## src/inc/spi_port_map.svh

```systemverilog
// register map, field positions, reset values and timing for the serial port
// assumes the main design includes it once by bare name
`ifndef SPI_PORT_MAP_SVH
`define SPI_PORT_MAP_SVH
`define ADDR_CONTROL 2'h0
`define ADDR_STATUS 2'h1
`define ADDR_DATA 2'h2
`define ADDR_DIRECTION 2'h3
`define CTL_RATE_LO 0
`define CTL_RATE_HI 1
`define CTL_IDLE_LEVEL 2
`define CTL_EDGE_SEL 3
`define CTL_MASTER 4
`define CTL_WIRED_OR 5
`define CTL_ENABLE 6
`define CTL_IRQ_EN 7
`define STS_MODE_FAULT 4
`define STS_COLLISION 6
`define STS_DONE 7
`define DIR_MISO 0
`define DIR_MOSI 1
`define DIR_SCK 2
`define DIR_SS 3
`define CONTROL_RESET 8'h04
`define DIRECTION_RESET 4'h0
`define CLK_MHZ 125
`define RATE_KHZ_0 2000
`define RATE_KHZ_1 1000
`define RATE_KHZ_2 250
`define RATE_KHZ_3 125
`endif

```

## src/inc/spi_port_pkg.sv

```systemverilog
// types shared by the serial port design
// assumes nothing beyond a SystemVerilog compiler
package spi_port_pkg;
   typedef enum logic [1:0] {
      ST_IDLE = 2'b00,
      ST_LEAD = 2'b01,
      ST_TRAIL = 2'b11
   } shift_state_e;
endpackage

```

## src/design/pin_sync.sv

```systemverilog
// two flip-flop synchroniser for a bus of pin inputs
// assumes the pins are asynchronous to clock
module pin_sync #(
   parameter int WIDTH = 4
) (
   input wire logic clock, // system clock
   input wire logic rst, // async reset, active high
   input wire logic [WIDTH-1:0] pin_in, // raw pins
   output logic [WIDTH-1:0] pin_out // synchronised pins
);
   logic [WIDTH-1:0] meta_ff;

   // first stage feeds only the second stage
   always_ff @(posedge clock or posedge rst) begin
      if (rst) begin
         meta_ff <= '0;
         pin_out <= '0;
      end else begin
         meta_ff <= pin_in;
         pin_out <= meta_ff;
      end
   end
endmodule // pin_sync

```

## src/design/spi_port.sv

```systemverilog
// serial peripheral port, master or slave, one byte full duplex per exchange
// assumes a plain register port on clock; serial pins are asynchronous
// Operation
// - idle clock low or high by polarity
// - first clock edge leaves the idle level
// - phase bit picks leading or trailing sample
// - data changes half period before sampling
// - rate bits pick four master bit rates
// - slave shifts on the external master clock
// - master select and system enable bits
// - interrupt when any flag and enable set
// - done flag: status read then data access
// - data write mid-exchange sets collision only
// - collision cleared by status then data access
// - mode fault disables outputs, master, enable
// - mode fault cleared by status then control write
// - master data write starts exchange and clock
// - slave preloaded byte shifts out meanwhile
// - eight bits out and in, readable after
// - fault when master, select input, select low
// - slave ignores clock, floats output unselected
`include "spi_port_map.svh"
module spi_port (
   input wire logic clock, // system clock, 125 MHz
   input wire logic rst, // async reset, active high
   input wire logic [1:0] addr, // register address
   input wire logic [7:0] wdata, // write data
   input wire logic wr, // write strobe
   input wire logic rd, // read strobe
   output logic [7:0] rdata, // read data, cycle after rd
   output logic irq, // interrupt request, active high
   input wire logic sck_in, // serial clock pin level
   output logic sck_out, // serial clock drive
   output logic sck_oe, // serial clock enable
   input wire logic mosi_in, // master-out pin level
   output logic mosi_out, // master-out drive
   output logic mosi_oe, // master-out enable
   input wire logic miso_in, // master-in pin level
   output logic miso_out, // master-in drive
   output logic miso_oe, // master-in enable
   input wire logic ss_n_in, // slave select pin level, low active
   output logic ss_n_out, // slave select drive
   output logic ss_n_oe // slave select enable
);
   localparam int DIV0 = `CLK_MHZ * 1000 / (2 * `RATE_KHZ_0);
   localparam int DIV1 = `CLK_MHZ * 1000 / (2 * `RATE_KHZ_1);
   localparam int DIV2 = `CLK_MHZ * 1000 / (2 * `RATE_KHZ_2);
   localparam int DIV3 = `CLK_MHZ * 1000 / (2 * `RATE_KHZ_3);
   localparam logic [7:0] CTL_INIT = `CONTROL_RESET;

   logic [7:0] control_ff;
   logic [3:0] direction_ff;
   logic done_ff, coll_ff, fault_ff;
   logic status_seen_ff;
   logic [7:0] shift_ff, rx_ff;
   logic [2:0] bit_ff;
   logic [8:0] div_ff;
   logic sck_ff, mo_ff;
   spi_port_pkg::shift_state_e state_ff;
   logic [3:0] pins_s;
   logic sck_s, mosi_s, miso_s, ss_n_s, sck_prev_ff;

   pin_sync #(.WIDTH(4)) u_sync (
      .clock(clock),
      .rst(rst),
      .pin_in({sck_in, mosi_in, miso_in, ss_n_in}),
      .pin_out(pins_s)
   );
   assign {sck_s, mosi_s, miso_s, ss_n_s} = pins_s;

   // half bit period in system clocks for a rate code
   function automatic logic [8:0] half_period(input logic [1:0] code);
      unique case (code)
         2'b00: half_period = 9'(DIV0);
         2'b01: half_period = 9'(DIV1);
         2'b10: half_period = 9'(DIV2);
         2'b11: half_period = 9'(DIV3);
      endcase
   endfunction

   wire enabled = control_ff[`CTL_ENABLE];
   wire is_master = control_ff[`CTL_MASTER];
   wire idle_lvl = control_ff[`CTL_IDLE_LEVEL];
   wire sample_edge_select = control_ff[`CTL_EDGE_SEL];
   wire busy = state_ff != spi_port_pkg::ST_IDLE;
   wire wr_ctl = wr && addr == `ADDR_CONTROL;
   wire wr_data = wr && addr == `ADDR_DATA;
   wire rd_data = rd && addr == `ADDR_DATA;
   wire rd_stat = rd && addr == `ADDR_STATUS;
   wire data_acc = wr_data || rd_data;
   // fault needs master, select pin as input, and select low
   wire fault_now = enabled && is_master && !direction_ff[`DIR_SS] && !ss_n_s;
   // slave edge detection on the synchronised pin clock
   wire slave_sel = enabled && !is_master && !ss_n_s;
   wire s_edge = slave_sel && (sck_s != sck_prev_ff);
   // leading edge leaves idle level
   wire s_lead = s_edge && (sck_s != idle_lvl);
   wire s_trail = s_edge && (sck_s == idle_lvl);
   wire m_tick = is_master && busy && div_ff == 9'h000;
   // master samples as the first half ends; the clock shape makes that leading or trailing
   wire m_sample = m_tick && state_ff == spi_port_pkg::ST_LEAD;
   wire s_sample = sample_edge_select ? s_trail : s_lead;
   wire s_shift = sample_edge_select ? s_lead : s_trail;
   wire sample_ev = m_sample || s_sample;
   wire last_bit = bit_ff == 3'h7;
   wire finish = (m_tick && state_ff == spi_port_pkg::ST_TRAIL && last_bit)
      || (!is_master && s_sample && last_bit);
   wire rx_bit = is_master ? miso_s : mosi_s;

   // control register: fault forces slave and off
   always_ff @(posedge clock or posedge rst) begin
      if (rst) begin
         control_ff <= `CONTROL_RESET;
      end else if (fault_now) begin
         control_ff[`CTL_MASTER] <= 1'b0;
         control_ff[`CTL_ENABLE] <= 1'b0;
      end else if (wr_ctl) begin
         control_ff <= wdata;
      end
   end

   // pin direction bits, cleared on mode fault so outputs float
   always_ff @(posedge clock or posedge rst) begin
      if (rst) begin
         direction_ff <= `DIRECTION_RESET;
      end else if (fault_now) begin
         direction_ff <= 4'h0;
      end else if (wr && addr == `ADDR_DIRECTION) begin
         direction_ff <= wdata[3:0];
      end
   end

   // remembers a status read that saw a flag, arming the clears
   always_ff @(posedge clock or posedge rst) begin
      if (rst) begin
         status_seen_ff <= 1'b0;
      end else if (rd_stat) begin
         status_seen_ff <= done_ff || coll_ff || fault_ff;
      end else if (data_acc || wr_ctl) begin
         status_seen_ff <= 1'b0;
      end
   end

   // done flag; set wins over the clear
   always_ff @(posedge clock or posedge rst) begin
      if (rst) begin
         done_ff <= 1'b0;
      end else if (finish) begin
         done_ff <= 1'b1;
      end else if (status_seen_ff && data_acc) begin
         done_ff <= 1'b0;
      end
   end

   // collision flag; the running byte is left untouched
   always_ff @(posedge clock or posedge rst) begin
      if (rst) begin
         coll_ff <= 1'b0;
      end else if (wr_data && busy) begin
         coll_ff <= 1'b1;
      end else if (status_seen_ff && data_acc) begin
         coll_ff <= 1'b0;
      end
   end

   // mode fault flag
   always_ff @(posedge clock or posedge rst) begin
      if (rst) begin
         fault_ff <= 1'b0;
      end else if (fault_now) begin
         fault_ff <= 1'b1;
      end else if (status_seen_ff && wr_ctl) begin
         fault_ff <= 1'b0;
      end
   end

   // sequencer: master walks lead/trail halves, slave follows pin edges
   always_ff @(posedge clock or posedge rst) begin
      if (rst) begin
         state_ff <= spi_port_pkg::ST_IDLE;
         bit_ff <= 3'h0;
         div_ff <= 9'h000;
      end else if (!enabled || fault_now) begin
         state_ff <= spi_port_pkg::ST_IDLE;
         bit_ff <= 3'h0;
      end else if (is_master) begin
         unique case (state_ff)
            spi_port_pkg::ST_IDLE: begin
               if (wr_data) begin
                  state_ff <= spi_port_pkg::ST_LEAD;
                  bit_ff <= 3'h0;
                  div_ff <= half_period(control_ff[1:0]) - 9'h001;
               end
            end
            spi_port_pkg::ST_LEAD: begin
               if (m_tick) begin
                  state_ff <= spi_port_pkg::ST_TRAIL;
                  div_ff <= half_period(control_ff[1:0]) - 9'h001;
               end else begin
                  div_ff <= div_ff - 9'h001;
               end
            end
            spi_port_pkg::ST_TRAIL: begin
               if (m_tick) begin
                  state_ff <= last_bit ? spi_port_pkg::ST_IDLE : spi_port_pkg::ST_LEAD;
                  bit_ff <= bit_ff + 3'h1;
                  div_ff <= half_period(control_ff[1:0]) - 9'h001;
               end else begin
                  div_ff <= div_ff - 9'h001;
               end
            end
         endcase
      end else begin
         // slave: exchange runs while selected, clocked by master edges
         if (!slave_sel) begin
            state_ff <= spi_port_pkg::ST_IDLE;
            bit_ff <= 3'h0;
         end else if (s_sample) begin
            state_ff <= last_bit ? spi_port_pkg::ST_IDLE : spi_port_pkg::ST_TRAIL;
            bit_ff <= bit_ff + 3'h1;
         end else if (s_lead) begin
            state_ff <= spi_port_pkg::ST_LEAD;
         end
      end
   end

   // previous pin clock level for slave edge detection
   always_ff @(posedge clock or posedge rst) begin
      if (rst) begin
         sck_prev_ff <= 1'b0;
      end else begin
         sck_prev_ff <= sck_s;
      end
   end

   // shift register: msb first, load on idle data write
   always_ff @(posedge clock or posedge rst) begin
      if (rst) begin
         shift_ff <= 8'h00;
      end else if (wr_data && !busy) begin
         shift_ff <= wdata;
      end else if (sample_ev) begin
         shift_ff <= {shift_ff[6:0], rx_bit};
      end
   end

   // received byte held for reading after completion
   always_ff @(posedge clock or posedge rst) begin
      if (rst) begin
         rx_ff <= 8'h00;
      end else if (finish) begin
         // a master took its last bit half a period earlier, a slave takes it now
         rx_ff <= sample_ev ? {shift_ff[6:0], rx_bit} : shift_ff;
      end
   end

   // outgoing bit: msb presented, then next bit on the shift edge
   always_ff @(posedge clock or posedge rst) begin
      if (rst) begin
         mo_ff <= 1'b0;
      end else if (wr_data && !busy) begin
         mo_ff <= wdata[7];
      end else if ((m_tick && state_ff == spi_port_pkg::ST_TRAIL) || s_shift) begin
         mo_ff <= shift_ff[7];
      end
   end

   // master clock pin: moves on the same ticks as the data, so each half is exactly one count;
   // phase 1 leaves idle at the start so its trailing edge falls on the sample tick
   always_ff @(posedge clock or posedge rst) begin
      if (rst) begin
         sck_ff <= CTL_INIT[`CTL_IDLE_LEVEL];
      end else if (!enabled || !is_master || fault_now) begin
         sck_ff <= idle_lvl;
      end else if (!busy) begin
         sck_ff <= (wr_data && sample_edge_select) ? ~idle_lvl : idle_lvl;
      end else if (m_tick && state_ff == spi_port_pkg::ST_LEAD) begin
         sck_ff <= ~sck_ff;
      end else if (m_tick) begin
         sck_ff <= (sample_edge_select && !last_bit) ? ~idle_lvl : idle_lvl;
      end
   end

   // pin drives; off whenever disabled or direction bit clear
   assign sck_out = sck_ff;
   assign sck_oe = enabled && is_master && direction_ff[`DIR_SCK];
   assign mosi_out = mo_ff;
   assign mosi_oe = enabled && is_master && direction_ff[`DIR_MOSI];
   assign miso_out = mo_ff;
   assign miso_oe = enabled && !is_master && !ss_n_s && direction_ff[`DIR_MISO];
   assign ss_n_out = 1'b1;
   assign ss_n_oe = 1'b0;
   assign irq = control_ff[`CTL_IRQ_EN] && (done_ff || coll_ff || fault_ff);

   // read data, valid the cycle after the strobe
   always_ff @(posedge clock or posedge rst) begin
      if (rst) begin
         rdata <= 8'h00;
      end else if (rd) begin
         unique case (addr)
            `ADDR_CONTROL: rdata <= control_ff;
            `ADDR_STATUS: rdata <= {done_ff, coll_ff, 1'b0, fault_ff, 4'h0};
            `ADDR_DATA: rdata <= rx_ff;
            `ADDR_DIRECTION: rdata <= {4'h0, direction_ff};
         endcase
      end else begin
         rdata <= 8'h00;
      end
   end
endmodule // spi_port

```

## config.mk

```make
export PLATFORM = sky130hd
export DESIGN_NAME = spi_port
export DESIGN_NICKNAME = d
export VERILOG_FILES = /design/src/inc/spi_port_pkg.sv /design/src/design/pin_sync.sv /design/src/design/spi_port.sv
export VERILOG_INCLUDE_DIRS = /design/src /design/src/inc
export SDC_FILE = /design/constraint.sdc
export NUM_CORES = 1
export LEC_CHECK = 0
export ABC_AREA = 1
export BUFFER_PORTS_ARGS = -buffer_cell sky130_fd_sc_hd__buf_4
export CAP_MARGIN = 25
export CORE_UTILIZATION = 55
export CTS_BUF_LIST = sky130_fd_sc_hd__clkbuf_4
export CTS_CLUSTER_SIZE = 12
export DETAILED_ROUTE_END_ITERATION = 8
export HOLD_SLACK_MARGIN = 0.03
export PLACE_DENSITY = 0.75
export SLEW_MARGIN = 20
export SYNTH_ARGS = -nofsm -noshare
export SYNTH_HDL_FRONTEND = slang
export SYNTH_SLANG_ARGS = --single-unit
```

## constraint.sdc

```tcl
create_clock -name clock -period 3.06 [get_ports clock]
set_clock_uncertainty 0.15 [all_clocks]
set_input_delay 0.306 -clock clock [delete_from_list [all_inputs] [get_ports clock]]
set_output_delay 0.306 -clock clock [all_outputs]
set_load 0.05 [all_outputs]
```

==> run summary <==
The final worst-path cycle share is 75.4%. Global routing consumed, over all layers together, 28.0% of the routing resources. For the total global routing overflow, the log shows 0. After the first detailed-routing iteration, the DRC count stood at 174.

After synthesis, the netlist uses 41 different library cells. The path class of the tightest hold or removal check is input port to flop. For this run, the register share of the synthesized area comes to 46.2%. Counting every instance in the synthesized netlist gives 443. The logs give 0 for the number of antenna violations at the first check in global routing and 0 for the final count of pins violating max slew. In the final timing run, aggregate negative setup slack is 0 ps.

Fraction of final layout cells sized beyond drive strength 1: 16.3%. The clock period could shrink to 2310 ps. The logs give 3064 for the total via count in the routed design and 753 ps for the worst setup margin. For the number of top-level pins, the log shows 35. The critical path capture point type is a flop. Entering global routing, the biggest net connects 49 pins. The floorplan step defined a core boundary enclosing 0.00606 mm2. TritonCTS built the clock tree.

The placer's final routability congestion estimate came out at 0.937. The total inserted antenna cells was 0; the count of endpoints failing hold in the final timing report was 0. In this run the clock root is driven by a sky130_fd_sc_hd__clkbuf_4. After synthesis, the share of flip-flops with an asynchronous set or reset is 100%.

Summing all placed instances gives a cell area of 0.00382 mm2. Clock-pin slew was measured on the worst setup and hold paths at 120 ps. The first detailed-routing pass took 4 iterations. The number of placement rows came out at 28.

The height of the die is 82.1 um. The count of buffers added by post-CTS timing repair for setup is 0. For the worst setup path, the data required time is 3210 ps. Most common cell after layout, fill and taps aside: sky130_fd_sc_hd__nand2_1.

Setup violations remaining at the end of the flow were counted as 0. The wire length per cell was 14.5 um; the wire length of the first global-routing pass was 13700 um. Yosys printed 0 warnings. The number of buffer cells added on primary ports was 32. The worst setup path is launched from an input port.

The layout has 513 filler cells. Measured against its own limit, the worst slew margin works out to 53.8%. The die width came out at 82.1 um.

The insertion delay to the later sink of the worst-skew pair was 410 ps; the maximum VDD drop was 0.387 mV. By startpoint and endpoint, the worst setup path is classified as input port to flop. The tools report the number of nets in the layout as 520.

Derived from the worst setup path, the maximum achievable clock frequency is 0.433 GHz. The cell area that synthesis handed to floorplanning was 0.00353 mm2. The finished cells cover 0.00416 mm2. Walking the worst path, the cells encountered are dlygate4sd3_1 -> buf_4 -> inv_1 -> nor2_4 -> nand2_1 -> nor2_1 -> inv_1 -> nand3_1 -> nand2_1. The slew of the pin with the lowest slew margin works out to 691 ps. The area growth from synthesis to layout is 18.1%.

The clock passes through at most 2 buffers. Clock tree synthesis found a total of 65 sinks. Gates resized during post-CTS repair numbered 0. When the netlist entered floorplanning its net count stood at 470. For this run, design rule violations remaining after detail routing come to 0.

The total half-perimeter wirelength after legalization and detailed placement was 6200 um. In the layout the commonest cells are sky130_fd_sc_hd__nand2_1, sky130_fd_sc_hd__dfrtp_1, sky130_fd_sc_hd__inv_1. The number of violations of the max-capacitance limit was 0. The aggregate routed wire length was 8340 um; the power density of the placed cells was 708 mW/mm2.

Setup slack at placement: 884 ps. The number of flops mapped to enable cells by yosys came out at 0. Across all register-to-register paths, the minimum setup slack is 840 ps.

Among all flip-flop cells after synthesis, the most frequent one is sky130_fd_sc_hd__dfrtp_1. The die covers 0.00674 mm2. Along the worst path, the maximum fanout reaches 11.

Buffers inserted during clock tree synthesis total 9. After synthesis the netlist holds a flip-flop and latch count of 65. The number of H-tree levels came out at 3.

The number of global-route vias before repair was 2844; the starting density of the core was 58.2%. Setup repair after global routing left no endpoint under its margin. Data arrival time at the worst-slack endpoint: 2460 ps. For this run, the slowest stage of the critical path takes 580 ps. The flow ran to the end, and the final reports show no timing, DRC or antenna violations. For this design, the CTS-stage hold fixing added 15 buffers.

The count of nets left with antenna violations once routing finished came out at 0. The mean instance size in the synthesized netlist is 7.96 um2. In the routed layout, each cell is associated on average with a via count of 5.35.

Leakage power total: 0.00218 uW. The worst-path cell with the longest stage delay is sky130_fd_sc_hd__nor2_1.
## registers in the layout, summed over array words and instances (netlist names), 4 cells and up
signal and cells:
div_ff 9, u_sync.pin_out 4, direction_ff 4, u_sync.meta_ff 4, rdata 8, shift_ff 8
rx_ff 8, control_ff 8
## kinds of logic after synthesis
kind of cell | Yosys count | synth area share (%)
and+or+nand+nor | 236 | 31.3
AOI/OAI and AO/OA | 53 | 8.94
DFF | 65 | 46.2
buffers and inverters | 71 | 8.34
other | 2 | 0.213
xor gates and xnor gates | 5 | 1.24
adders and majority gates | 9 | 3.19
muxes | 2 | 0.603
## power by group
part	total, uW	internal [uW]	switching (uW)	leakage (uW)
logic	974	336	638	0.00128
registers	1210	1060	155	0.000804
clock network	762	427	335	0.0000972
total	2950	1820	1130	0.00218
## layout make-up
class | count | area [um2] | area share [%]
timing repair buffer | 48 | 410 | 9.86
tap | 75 | 93.8 | 2.25
clock inverter | 6 | 115 | 2.76
sequential | 65 | 1630 | 39.1
clock buffer | 10 | 75.1 | 1.80
inverter | 62 | 236 | 5.68
multi-input combinational | 307 | 1600 | 38.5
## layer usage
layer | vias to the layer above | GRT usage [%] | wire length (um)
li1 | 1514 | - | -
met1 | 1409 | 38.0 | 3730
met2 | 120 | 44.3 | 3850
met3 | 21 | 4.78 | 550
met4 | 0 | 11.1 | 198
met5 | - | 0 | 0
## worst paths after layout
path	from	endpoint	cells after the start
max	addr[1]	shift_ff[7]	9
min	addr[0]	rdata[7]	4
max reg2reg	state_ff[0]	shift_ff[7]	6
min reg2reg	u_sync.meta_ff[0]	u_sync.pin_out[0]	0
max in group asynchronous	rst	sck_out	4
min in group asynchronous	rst	rdata[1]	3
## cells in the mapped netlist, drive strengths merged, types with 3 or more instances
| master | instances | share of area [%] |
|---|---|---|
| a21oi | 9 | 1.3 |
| buf | 8 | 1.5 |
| dfrtp | 63 | 45 |
| ha | 9 | 3.2 |
| inv | 60 | 6.5 |
| nand2 | 131 | 15 |
| nand3 | 51 | 8.7 |
| nand4 | 3 | 0.71 |
| nor2 | 48 | 6.4 |
| o211ai | 3 | 0.64 |
| o21ai | 26 | 3.7 |
| o221ai | 5 | 1.2 |
| xor2 | 3 | 0.75 |
## critical path, delay by kind of cell
kind	cells	cell delay [ps]
simple gates	5	1120
buf+inv	4	1020
## stage by stage
| stage | power (uW) | std cells | util (%) | hold WS [ps] |
|---|---|---|---|---|
| floorplan | 1940 | 443 | - | 181 |
| global placement | 2170 | 542 | 63.1 | 184 |
| detailed placement | 2180 | 542 | 63.1 | 186 |
| CTS | 2950 | 573 | 68.7 | 78.4 |
| global route | 3140 | 573 | 68.7 | 78.9 |
| finish | 2950 | 573 | 68.7 | 85.8 |
(Power assumes the default switching activity.)
